===== src/hdl/swel_pkg.sv =====
package swel_pkg;
	localparam int NPINS        = 11;
	localparam int NGATED       = 8;
	localparam int LINK_PIN     = 7;
	localparam int NEV          = 5;
	// Register byte offsets
	localparam logic [31:0] OFF_PMC   = 32'h0000_0000;
	localparam logic [31:0] OFF_LWC   = 32'h0000_0004;
	localparam logic [31:0] OFF_IRQ   = 32'h0000_0008;
	localparam logic [31:0] OFF_PCFG  = 32'h0000_000c;
	localparam logic [31:0] OFF_PWAKE = 32'h0000_0010;
	localparam logic [31:0] OFF_IPC   = 32'h0000_0014;
	localparam logic [31:0] OFF_HWC   = 32'h0000_0018;
	// power_mgmt_ctl fields
	localparam int PMC_SEL_LO   = 0;
	localparam int PMC_LAN_EN   = 4;
	localparam int PMC_ENERGY_WAKE_ENABLE    = 5;
	localparam int PMC_WS_LO    = 8;
	localparam int WS_ENERGY    = 0;
	localparam int WS_LAN       = 1;
	// lan_wake_ctl_sts fields, event index shared by enables and seen flags
	localparam int LWC_EN_LO    = 0;
	localparam int LWC_SEEN_LO  = 8;
	localparam int EV_UNI       = 0;
	localparam int EV_MAG       = 1;
	localparam int EV_PAT       = 2;
	localparam int EV_PDA       = 3;
	localparam int EV_BC        = 4;
	// Pin wake enable / polarity register fields
	localparam int PW_WK_LO     = 0;
	localparam int PW_POL_LO    = 16;
	localparam int PW_LINK_SEL  = 31;
	// indicator_pin_config: per pin 8..10 a 2-bit mode and a direction bit
	localparam int IPC_STRIDE   = 4;
	localparam int IPC_DIR_OFS  = 2;
	// hardware_config fields
	localparam int HWC_EXT_PHY  = 0;
	// Reset values
	localparam logic [1:0]  SUSP_SEL_RST = 2'h2;
	localparam logic [7:0]  GATE_RST     = 8'hff;

	typedef enum logic [1:0] {
		suspend_level0 = 2'h0,
		suspend_level1 = 2'h1,
		suspend_level2 = 2'h2,
		suspend_level3 = 2'h3
	} swel_level_t;

	typedef struct packed {
		logic        dsel;
		logic        dwr;
		logic [31:0] daddr;
		logic        rvalid;
		logic [31:0] rdata;
		logic [1:0]  susp_sel;
		logic        lan_en;
		logic        energy_wake_enable;
		logic [1:0]  wstat;
		logic [4:0]  lwc_en;
		logic [4:0]  seen;
		logic [10:0] pin_flag;
		logic [7:0]  gate;
		logic [10:0] wk_en;
		logic [10:0] pol;
		logic        link_sel;
		logic [11:0] ipc;
		logic        ext_phy;
		logic        irq;
		logic        rwake;
		logic        wreq;
	} swel_state_t;
endpackage


===== src/hdl/swel_core.sv =====
`timescale 1ns/1ps
// How it works
// LAN wake events raise remote wake only in suspend level 0.
// Energy detect raises remote wake only in suspend level 1.
// Good frame raises remote wake only in suspend level 3.
// Resume in all levels, link up in 0 and 3, unpowered: bus power.
// Configured pins 0 to 10 may wake in any suspend level, except pin 7 with link-up select.
// A pin wake event sets that pin's flag in irq_status.
// Host clears pending wake flags before suspend, else instant wake.
// Pins 0 to 7 wake only with internal PHY; 8 to 10 with either PHY.
// Pin 7 acts like 0 to 6, plus link up when selected.
// Composite LAN wake ORs each detected event gated by its enable.
// Wake interrupt from LAN composite with enable, or PHY irq with enable.
// Two wake status bits: LAN frame and energy, set by their events.
// Seen flags record pattern, magic, perfect address and broadcast.
// Host enables MAC wake detection and PHY energy irq beforehand.
// Asserted wake interrupt drives remote wake when suspended.
// Good frame counts only with all LAN enables clear; enable ignored.
// Good frame raises wake interrupt and sets the LAN status bit.
// Pins 0-7 have a gate bit; 8-10 gate derives from pin mode.
// Suspend select 00..11 for levels 0..3, default level 2.
// With link-up select, pin 7's external signal is ignored.
// LAN status bit refuses to clear while MAC wake event stands.
// Sources sampled on core clock; reset clears all wake flags.
module swel_core
	import swel_pkg::*;
(
	input  wire logic        hclk,
	input  wire logic        hresetn,
	input  wire logic        hsel,
	input  wire logic [31:0] haddr,
	input  wire logic [1:0]  htrans,
	input  wire logic        hwrite,
	input  wire logic [2:0]  hsize,
	input  wire logic [31:0] hwdata,
	input  wire logic        hready,
	output logic             hreadyout,
	output logic             hresp,
	output logic [31:0]      hrdata,
	input  wire logic        suspended,
	input  wire logic        unpowered,
	input  wire logic        host_resume,
	input  wire logic        bus_power_detect,
	input  wire logic        unicast_evt,
	input  wire logic        magic_evt,
	input  wire logic        pattern_evt,
	input  wire logic        perfect_da_evt,
	input  wire logic        broadcast_evt,
	input  wire logic        good_frame_evt,
	input  wire logic        phy_irq,
	input  wire logic        phy_link_up,
	input  wire logic [10:0] pin_in,
	output logic             wake_irq,
	output logic             remote_wake,
	output logic             wake_request
);
	swel_state_t s;
	swel_state_t n;
	swel_level_t lvl;
	logic [4:0]  lan_evts;
	logic [4:0]  lan_hits;
	logic        lan_comp;
	logic        good;
	logic        mac_evt;
	logic        susp_ok;
	logic        wr;
	logic [10:0] gate_ok;
	logic [10:0] pin_src;
	logic [10:0] pin_evt;
	logic [10:0] pin_ok;
	logic        lan_term;
	logic        ed_term;
	logic        good_term;
	logic        pin_term;
	logic [1:0]  clr_ws;
	logic [4:0]  clr_seen;
	logic [10:0] clr_pin;
	logic [31:0] rd;

	function automatic logic hit(input logic [31:0] a,
		input logic [31:0] off);
		hit = (a == off);
	endfunction

	// hsize is not decoded: only whole-word transfers are expected
	assign hreadyout = !(s.dsel && !s.dwr && !s.rvalid);
	assign hresp     = 1'b0;
	assign hrdata    = s.rdata;
	assign wake_irq     = s.irq;
	assign remote_wake  = s.rwake;
	assign wake_request = s.wreq;

	assign lvl      = swel_level_t'(s.susp_sel);
	assign susp_ok  = suspended && !unpowered;
	assign lan_evts = {broadcast_evt, perfect_da_evt, pattern_evt,
		magic_evt, unicast_evt};
	assign lan_hits = lan_evts & s.lwc_en;
	assign lan_comp = |lan_hits;
	assign good     = good_frame_evt && !(|s.lwc_en);
	assign mac_evt  = lan_comp || good;

	for (genvar i = 0; i < NPINS; i++) begin : g_pin
		if (i < NGATED) begin : g_low
			// Low pins share balls with the internal PHY mode only
			assign gate_ok[i] = !s.gate[i] && !s.ext_phy;
		end else begin : g_high
			localparam int B = (i - NGATED) * IPC_STRIDE;
			assign gate_ok[i] = (s.ipc[B +: 2] == 2'h0)
				&& !s.ipc[B + IPC_DIR_OFS];
		end
		if (i == LINK_PIN) begin : g_link
			// Pin level is ignored once link up drives this wake
			assign pin_src[i] = s.link_sel ? phy_link_up
				: (pin_in[i] ^ s.pol[i]);
			assign pin_ok[i] = !s.link_sel
				|| lvl == suspend_level0
				|| lvl == suspend_level3;
		end else begin : g_plain
			assign pin_src[i] = pin_in[i] ^ s.pol[i];
			assign pin_ok[i]  = 1'b1;
		end
		assign pin_evt[i] = pin_src[i] && s.wk_en[i] && gate_ok[i];
	end

	// Wake terms act on sticky status, so a flag left set wakes at once
	// The LAN status bit is shared with good frames; the enables tell them apart
	assign lan_term  = lvl == suspend_level0 && s.wstat[WS_LAN]
		&& (|s.lwc_en)
		&& s.lan_en;
	assign ed_term   = lvl == suspend_level1 && s.wstat[WS_ENERGY]
		&& s.energy_wake_enable;
	assign good_term = lvl == suspend_level3 && !(|s.lwc_en)
		&& s.wstat[WS_LAN];
	assign pin_term  = |(s.pin_flag & s.wk_en & pin_ok);

	always_comb begin
		n = s;
		wr = s.dsel && s.dwr;
		clr_ws = 2'h0;
		clr_seen = 5'h0;
		clr_pin = 11'h0;
		rd = 32'h0;
		if (hready) begin
			n.dsel  = hsel && htrans[1];
			n.dwr   = hwrite;
			n.daddr = haddr;
		end
		n.rvalid = s.dsel && !s.dwr && !s.rvalid;
		if (wr && hit(s.daddr, OFF_PMC)) begin
			n.susp_sel = hwdata[PMC_SEL_LO +: 2];
			n.lan_en   = hwdata[PMC_LAN_EN];
			n.energy_wake_enable    = hwdata[PMC_ENERGY_WAKE_ENABLE];
			clr_ws     = hwdata[PMC_WS_LO +: 2];
		end
		if (wr && hit(s.daddr, OFF_LWC)) begin
			n.lwc_en = hwdata[LWC_EN_LO +: NEV];
			clr_seen = hwdata[LWC_SEEN_LO +: NEV];
		end
		if (wr && hit(s.daddr, OFF_IRQ))
			clr_pin = hwdata[NPINS-1:0];
		if (wr && hit(s.daddr, OFF_PCFG))
			n.gate = hwdata[NGATED-1:0];
		if (wr && hit(s.daddr, OFF_PWAKE)) begin
			n.wk_en    = hwdata[PW_WK_LO +: NPINS];
			n.pol      = hwdata[PW_POL_LO +: NPINS];
			n.link_sel = hwdata[PW_LINK_SEL];
		end
		if (wr && hit(s.daddr, OFF_IPC))
			n.ipc = hwdata[11:0];
		if (wr && hit(s.daddr, OFF_HWC))
			n.ext_phy = hwdata[HWC_EXT_PHY];
		// Live events block the clear; a set always beats a clear
		clr_ws[WS_LAN]    = clr_ws[WS_LAN] && !mac_evt;
		clr_ws[WS_ENERGY] = clr_ws[WS_ENERGY] && !phy_irq;
		n.wstat = s.wstat & ~clr_ws;
		n.wstat[WS_LAN]    = n.wstat[WS_LAN] || mac_evt;
		n.wstat[WS_ENERGY] = n.wstat[WS_ENERGY] || phy_irq;
		// Unicast has no seen flag; its slot stays zero
		n.seen = ((s.seen & ~clr_seen) | lan_hits)
			& 5'h1e;
		n.pin_flag = (s.pin_flag & ~clr_pin) | pin_evt;
		n.irq   = lan_term || ed_term || good_term || pin_term;
		n.rwake = n.irq && susp_ok;
		n.wreq  = n.rwake || (susp_ok && host_resume)
			|| (unpowered && bus_power_detect);
		if (hit(s.daddr, OFF_PMC)) begin
			rd[PMC_SEL_LO +: 2] = s.susp_sel;
			rd[PMC_LAN_EN]      = s.lan_en;
			rd[PMC_ENERGY_WAKE_ENABLE]       = s.energy_wake_enable;
			rd[PMC_WS_LO +: 2]  = s.wstat;
		end
		if (hit(s.daddr, OFF_LWC)) begin
			rd[LWC_EN_LO +: NEV]   = s.lwc_en;
			rd[LWC_SEEN_LO +: NEV] = s.seen;
		end
		if (hit(s.daddr, OFF_IRQ))
			rd[NPINS-1:0] = s.pin_flag;
		if (hit(s.daddr, OFF_PCFG))
			rd[NGATED-1:0] = s.gate;
		if (hit(s.daddr, OFF_PWAKE)) begin
			rd[PW_WK_LO +: NPINS]  = s.wk_en;
			rd[PW_POL_LO +: NPINS] = s.pol;
			rd[PW_LINK_SEL]        = s.link_sel;
		end
		if (hit(s.daddr, OFF_IPC))
			rd[11:0] = s.ipc;
		if (hit(s.daddr, OFF_HWC))
			rd[HWC_EXT_PHY] = s.ext_phy;
		// Read data is taken a cycle late so a prior write is visible
		if (n.rvalid)
			n.rdata = rd;
	end

	always_ff @(posedge hclk or negedge hresetn) begin
		if (!hresetn) begin
			s          <= '0;
			s.susp_sel <= SUSP_SEL_RST;
			s.gate     <= GATE_RST;
		end else begin
			s <= n;
		end
	end
endmodule


===== config.mk =====
export PLATFORM = sky130hd
export DESIGN_NAME = swel_core
export DESIGN_NICKNAME = d
export VERILOG_FILES = /design/src/hdl/swel_pkg.sv /design/src/hdl/swel_core.sv
export SDC_FILE = /design/constraint.sdc
export NUM_CORES = 1
export LEC_CHECK = 0
export BUFFER_PORTS_ARGS = -buffer_cell sky130_fd_sc_hd__buf_2
export CORE_UTILIZATION = 25
export DETAILED_ROUTE_END_ITERATION = 7
export PLACE_DENSITY = 0.46
export SKIP_CTS_REPAIR_TIMING = 1
export SLEW_MARGIN = 30
export SYNTH_ARGS = -nofsm -noshare
export SYNTH_HDL_FRONTEND = slang
export SYNTH_SLANG_ARGS = --single-unit

===== constraint.sdc =====
create_clock -name hclk -period 3 [get_ports hclk]
set_clock_uncertainty 0.2 [all_clocks]
set_input_delay 0.15 -clock hclk [delete_from_list [all_inputs] [get_ports hclk]]
set_output_delay 0.15 -clock hclk [all_outputs]
set_load 0.005 [all_outputs]

# Word-level counts from Yosys, hierarchy flattened

Index checks and enable logic that the tools add are counted.

Eq/ne operators: 8
Multiplexer cells: 16
Bitwise logic cells: 22
Reductions and logical operators: 96

Operators by type and width:

| cell                                           | number |
|---|---|
| == test 32 x 5 -> 1 bit, second input constant | 3 |
| == test 32 x 4 -> 1 bit, second input constant | 2 |
| logical AND 1 bit                              | 58 |
| two-way mux 11 bit                             | 4 |
| AND 11 bit                                     | 3 |
| == test 32 x 3 -> 1 bit, second input constant | 1 |
| logical NOT 32 bit                             | 1 |
| logical NOT 1 bit                              | 20 |
| two-way mux 5 bit                              | 3 |
| two-way mux 12 bit                             | 1 |
| inverter 11 bit                                | 1 |
| bitwise OR 11 bit                              | 1 |
| OR reduction 11 bit                            | 1 |
| bitwise XOR 1 bit                              | 11 |
| AND 5 bit                                      | 2 |
| logical OR 1 bit                               | 10 |
| OR reduction 5 bit                             | 2 |
| logical NOT 2 bit                              | 4 |
| two-way mux 2 bit                              | 4 |
| two-way mux 8 bit                              | 1 |
| inverter 5 bit                                 | 1 |
| bitwise OR 5 bit                               | 1 |
| two-way mux 1 bit                              | 3 |
| AND 2 bit                                      | 1 |
| other kinds (3)                                | 3 |

Bits in registers: 133
Output and inout bits: 37

# Depth between registers and ports, before layout

Gate-level depths: netlist of the first run.

Depth after elaboration: 10
Mapped depth: 8

# Least setup slack after synthesis of the first run

Ideal clock, no wire load.

Path kind: register to register
Start: reg s[118] (netlist bit)
End: reg s, in the netlist lvl[0]
Data arrival time: 2358 ps
Data required time: 2675 ps
Path slack: 317 ps
Stages on the path, launching flop included: 7
Clock period less this slack: 2683 ps
Cell sequence: dfrtp_1 > or4_4 > or2_1 > or4_4 > or3_1 > buf_2 > mux2_4

Cells in the longest elaborated chain, start to end: 2

RTL lines:

| element                | line             | text |
|---|---|---|
| start, declared        | swel_core.sv:57  | `swel_state_t s;` |
| start signal, assigned | swel_core.sv:220 | `s <= n;` |
| logical NOT 32 bit     | swel_core.sv:82  | `hit = (a == off);` |
| logical AND 1 bit      | swel_core.sv:149 | `if (wr && hit(s.daddr, OFF_PMC)) begin` |

No other way between the ends.
A chain may end at the register's enable or synchronous reset.

# Worst setup path after layout of the first run

Start: reg s[118] (netlist bit)
End: reg s[70] (netlist bit)

Same word-level chain as after synthesis.

==> metrics.txt, run 1 <==
critical path data required time=3.10 ns; Initial Util=25.6%; total of buffers placed on input and output ports=114; htree depth=4; antenna violations before repair=0; Max Cap Violations=0; Seq cells post-synth=133; CP startpoint kind=register; final hold viol count=1; post-synthesis average cell area=12.3 sq um; critical path's top delay family=simple AND/OR/NAND/NOR gates; clock input transition at the sequential cells of the worst setup and hold paths=0.06 ns; Critical Path Start=s[118]; type of element capturing the critical path=register; final net count=778; number of instances in the placed design=912; pins over their slew limit=0; sum of negative setup slack=0 ns; maximum clock rate=352 MHz; number of standard cells in the layout, taps in and fillers out=1018; Area after DPL=0.00707 sq mm; number of cells produced by synthesis=508; CTS max path bufs=2; post-synthesis instance area=0.00625 sq mm; static leakage=0.00395 uW; worst hold slack across all endpoints=-0.00389 ns; CP Data Arrival Time=2.94 ns; failing checks=hold timing; Antenna Violating Nets Remaining=0; total clock buffers created by CTS=17; Synth Area in Adders=0%; portion of total power attributed to the clock network=51.5%; complex-gate fraction of the synthesized area=10.7%; post-route minimum period=2.84 ns; cell taking the most area after synthesis=sky130_fd_sc_hd__dfrtp_1; Post-Synth XOR/XNOR Area=1.68%; fraction of synthesis flops using an asynchronous set or reset pin=100%; Hold Crit Class=input pin to register; half-perimeter wire length after detailed placement=12300 microns; RR Startpoint=s[118]; clock tree root buffer cell=sky130_fd_sc_hd__clkbuf_16; Synth top area share=49.6%; DRC Markers=0; startpoint of the worst hold path=pin_in[5]; synth top area cells=sky130_fd_sc_hd__dfrtp_1, sky130_fd_sc_hd__mux2_2, sky130_fd_sc_hd__buf_4, sky130_fd_sc_hd__dfstp_2, sky130_fd_sc_hd__a22o_1; ratio of cells with drive above 1 in the final layout=38.2%; Crit Path Category=register to register; worst IR drop on VDD=0.334 mV; Worst-Skew Late Latency=0.42 ns; area of the die=0.0257 sq mm; worst-path cell chain=or4_4 -> or2_1 -> or4_4 -> or3_1 -> mux2_4; I/O Pins=134; Core Footprint=0.0245 sq mm; count of buffer and inverter cells on the critical path=0; number of antenna cells inserted=0; wire length of the first global-routing pass=28100 microns; RSZ-0062 raised after global routing=false; detailed router's first-iteration violation count=235; cell area after layout=0.00849 sq mm; Sw Share=22.2%; GP Congestion=0.787; pin count of the biggest net entering global routing=73; Global Route Usage Sum=14.5%; proportion of synthesized area in mux cells=17.5%; highest net fanout along the worst path=6; primary flip-flop cell chosen by synthesis mapping=sky130_fd_sc_hd__dfrtp_1; dominant combinational cell family by area after synthesis=multiplexers; slew at the pin closest to its max-slew limit=0.782 ns; synthesis-to-finish area growth=35.7%; placement row count=57; count of clock tree sinks=133; Slowest-stage cell, CP=sky130_fd_sc_hd__or4_4; first-pass iteration count of the detailed router=4; via count of the first global-routing pass=4865; gr ovfl total=0; period utilisation layout=94.8%; Reg power frac=40.4%; height of the chip=160 microns; Post-synth EDFFs=0; CTS tree=yes; most common cell after layout, fill and taps aside=sky130_fd_sc_hd__dfrtp_1; combinational fraction of design power=8.1%; average wire per cell in the routed design=17.7 microns; Post-Route Utilization=34.7%; Int Pwr=3620 uW; most frequent cells in the layout=sky130_fd_sc_hd__dfrtp_1, sky130_fd_sc_hd__buf_2, sky130_fd_sc_hd__mux2_2; total number of yosys warnings=0; area share of and/or/nand/nor cells after synthesis=10.6%; count of final setup violators=0; overall via count from detail_route=4751; sequential cell area fraction in the yosys report=53.4%; final wirelength=18100 microns; net switching power=1030 uW; vias per cell=4.67; headroom to the max-slew limit=47.9%; Distinct cells, synth=55; P per Cell Area=548 mW/mm^2; Die Span X=160 microns; CP dominant cell by count=sky130_fd_sc_hd__or4_4; result of the run=finished, violations left; crit-path max cell delay=0.54 ns
[routing by layer]
metal  track usage, %  vias to the layer above  part of all wire (%)
li1                 -                     2195                     -
met1             18.0                     2372                    42
met2             23.5                      160                    49
met3             4.39                       24                   6.3
met4             5.76                        0                   2.3
met5                0                        -                     0
[path summary, 6_finish.rpt]
path                             end  slack (ns)  depth (start not counted)
max reg2reg                    s[70]        0.16                          5
min in group asynchronous     s[137]        0.11                          2
min reg2reg                hrdata[8]        0.27                          2
max in group asynchronous      s[39]        1.66                          3
max                            s[70]        0.16                          5
min                            s[52]      -0.004                          4
[sequential cells by signal (all words and copies together) (netlist names)]
signal        count
remote_wake       1
hrdata           25
s               103
wake_request      1
lvl               2
wake_irq          1
[cell type report]
class | count | area [sq um]
clock buffer | 19 | 443
clock inverter | 13 | 229
fill | 2427 | 16000
inverter | 6 | 22.5
multi-input combinational | 318 | 2560
sequential | 133 | 3340
tap | 324 | 405
timing repair buffer | 205 | 1480
[logic make-up after synthesis]
logic type / count (synthesis)
AO/OA/AOI/OAI: 92
XOR/XNOR: 12
buffers and inverters: 64
flip-flops: 133
multiplexers: 96
other: 1
AND/OR/NAND/NOR: 110
[through the flow]
step                hold slack, ns  setup WS, ns  power [uW]
finish                    -0.00389         0.156        4650
detailed placement          0.0147         0.141        2220
global route              0.000897        0.0757        4850
CTS                         -0.439         0.127        4640
global placement           0.00254         0.156        2210
floorplan                   -0.346         0.317        2050
[power by group through the flow]
| stage | Clock (uW) | Sequential, uW | Combinational [uW] |
|---|---|---|---|
| final | 2400 | 1880 | 377 |
| after global routing | 2550 | 1890 | 414 |
| after CTS | 2460 | 1880 | 306 |
| after detailed placement | 0 | 1910 | 305 |
| after global placement | 0 | 1910 | 297 |
| after floorplan | 0 | 1900 | 153 |
[synthesized netlist by cell type, types with 11 or more instances]
master and count:
sky130_fd_sc_hd__mux2_2 80, sky130_fd_sc_hd__a22oi_1 11, sky130_fd_sc_hd__nand4_1 15, sky130_fd_sc_hd__clkbuf_1 17, sky130_fd_sc_hd__buf_4 35, sky130_fd_sc_hd__a21o_1 16, sky130_fd_sc_hd__xnor2_1 11, sky130_fd_sc_hd__o21ai_0 13
sky130_fd_sc_hd__dfrtp_1 124, sky130_fd_sc_hd__a22o_1 16, sky130_fd_sc_hd__nand2_1 27
[worst min-delay path: stages]
cell,delay (ns)
sky130_fd_sc_hd__buf_2,0.08
sky130_fd_sc_hd__xnor2_1,0.13
sky130_fd_sc_hd__nor4b_1,0.06
sky130_fd_sc_hd__a21o_1,0.15
Note: power is estimated with default switching activity, not from simulation.
==> inputs of run 2 (changes only) <==
--- a/config.mk
+++ b/config.mk
@@ -5,10 +5,13 @@
 export SDC_FILE = /design/constraint.sdc
 export NUM_CORES = 1
 export LEC_CHECK = 0
+export ABC_CLOCK_PERIOD_IN_PS = 3000
 export BUFFER_PORTS_ARGS = -buffer_cell sky130_fd_sc_hd__buf_2
+export CELL_PAD_IN_SITES_DETAIL_PLACEMENT = 0
+export CELL_PAD_IN_SITES_GLOBAL_PLACEMENT = 1
 export CORE_UTILIZATION = 25
 export DETAILED_ROUTE_END_ITERATION = 7
-export PLACE_DENSITY = 0.46
+export PLACE_DENSITY = 0.54
 export SKIP_CTS_REPAIR_TIMING = 1
 export SLEW_MARGIN = 30
 export SYNTH_ARGS = -nofsm -noshare
==> run 2 against run 1 <==
The run still ends with hold timing left; sequential share of layout area about the same; critical path type unchanged; non-clock buffer count up 3; cell area about the same; first-iteration DRC count down 10%; critical path depth unchanged; largest cell class unchanged; global-route usage up 0.19 points; total power down 1.4%; via count about the same; count of clock-buffer cells in the layout up 1; die area unchanged.
==> metrics.txt, run 2 (same netlist as run 1, synthesis figures left out) <==
result of the run=finished, violations left; failing checks=hold timing; detailed router's first-iteration violation count=211; Hold Crit Class=input pin to register; Area after DPL=0.00710 sq mm; maximum clock rate=349 MHz; worst hold slack across all endpoints=-0.0225 ns; RR Endpoint=s[70]; Crit Path Category=register to register; Reg with most FFs=s; number of standard cells in the layout, taps in and fillers out=1021; critical path data required time=3.10 ns; CP Data Arrival Time=2.97 ns; final net count=781; headroom to the max-slew limit=48.5%; type of element capturing the critical path=register; crit-path max cell delay=0.55 ns; average wire per cell in the routed design=17.9 microns; antenna violations before repair=1; area of the die=0.0257 sq mm; vias per cell=4.65; P per Cell Area=540 mW/mm^2; CP dominant cell by count=sky130_fd_sc_hd__or4_4; RR Startpoint=s[118]; CTS max path bufs=2; gr ovfl total=0; Die Span X=160 microns; Core Footprint=0.0245 sq mm; I/O Pins=134; worst IR drop on VDD=0.349 mV; clock tree root buffer cell=sky130_fd_sc_hd__clkbuf_16; CP startpoint kind=register; clock input transition at the sequential cells of the worst setup and hold paths=0.06 ns; height of the chip=160 microns; Worst-Skew Late Latency=0.42 ns; half-perimeter wire length after detailed placement=12700 microns; sum of negative setup slack=0 ns; most common cell after layout, fill and taps aside=sky130_fd_sc_hd__dfrtp_1; post-route minimum period=2.86 ns; GP Congestion=0.794; Post-Route Utilization=34.7%; worst-path cell chain=or4_4 -> or2_1 -> or4_4 -> or3_1 -> mux2_4; ratio of cells with drive above 1 in the final layout=38.6%; Min-Delay Path Depth=4; period utilisation layout=95.5%; RSZ-0062 raised after global routing=false; via count of the first global-routing pass=4899; final hold viol count=2; DRC Markers=0; htree depth=4; worst setup margin=0.135 ns; minimum setup slack after placement=0.148 ns; total clock buffers created by CTS=17; static leakage=0.00397 uW; count of final setup violators=0; number of instances in the placed design=916; Initial Util=25.6%; Max Cap Violations=0; most frequent cells in the layout=sky130_fd_sc_hd__dfrtp_1, sky130_fd_sc_hd__buf_2, sky130_fd_sc_hd__mux2_2; pins over their slew limit=0; startpoint of the worst hold path=pin_in[0]; length in cells of the worst reg-to-reg path=5; Worst Hold Path EP=s[47]; final wirelength=18300 microns; first-pass iteration count of the detailed router=5; Antenna Violating Nets Remaining=0; CTS tree=yes; count of clock tree sinks=133; wire length of the first global-routing pass=28600 microns; total of buffers placed on input and output ports=114; cell area after layout=0.00849 sq mm; placement row count=57; highest net fanout along the worst path=6; Global Route Usage Sum=14.7%; slack of the worst reg-to-reg path=0.14 ns; Slowest-stage cell, CP=sky130_fd_sc_hd__or4_4; pin count of the biggest net entering global routing=44; slew at the pin closest to its max-slew limit=0.772 ns; synthesis-to-finish area growth=35.8%; overall via count from detail_route=4749; max reg flops=103
-- run 2: changes by cell type in the layout (fill, tap and decap cells not counted), sizes merged --
cell / change
dlygate4sd3: -1
buf: +4
clkbuf: +1
bufinv: -1
inv: +1
diode: +1
clkinvlp: -3
clkinv: +1
-- run 2: metrics by stage --
step	total power [uW]	hold WS (ns)
2_1_floorplan	2050	-0.346
3_3_place_gp	2210	-0.0796
3_5_place_dp	2220	-0.0648
4_1_cts	4570	-0.526
5_1_grt	4750	0.00419
6_report	4590	-0.0225
-- run 2: cell type report --
type | instances | area, sq um
Sequential cell | 133 | 3340
Clock inverter | 11 | 198
Timing Repair Buffer | 208 | 1500
Inverter | 6 | 22.5
Clock buffer | 20 | 457
Antenna cell | 1 | 2.50
Multi-Input combinational cell | 318 | 2570
Tap cell | 324 | 405
Fill cell | 2433 | 16000
-- run 2: worst max path at each step --
stage                      start     end  slack (ns)  cells after the start
after global routing      s[118]   s[64]        0.03                      5
after detailed placement  s[118]   s[66]        0.15                      5
after floorplan           s[118]  lvl[0]        0.32                      6
final                     s[118]   s[70]        0.14                      5
after global placement    s[118]   s[70]        0.16                      5
after CTS                 s[118]   s[70]        0.14                      5
-- run 2: report_power, final --
group	total [uW]	internal, uW	switching (uW)
Clock	2330	1520	808
Sequential	1890	1850	38.8
Combinational	374	191	182
Total	4590	3560	1030
-- run 2: critical path: cells and delay by family, from the launching register on --
kind             cells  cell delay, ns
DFF                  1            0.37
muxes                1            0.36
and+or+nand+nor      4            1.82
-- run 2: metal layers --
layer	vias up	GRT usage (%)	share of wire [%]
li1	2195	-	-
met5	-	0	0
met2	115	24.5	50
met4	0	6.41	2.0
met3	25	3.51	3.8
met1	2414	18.0	44
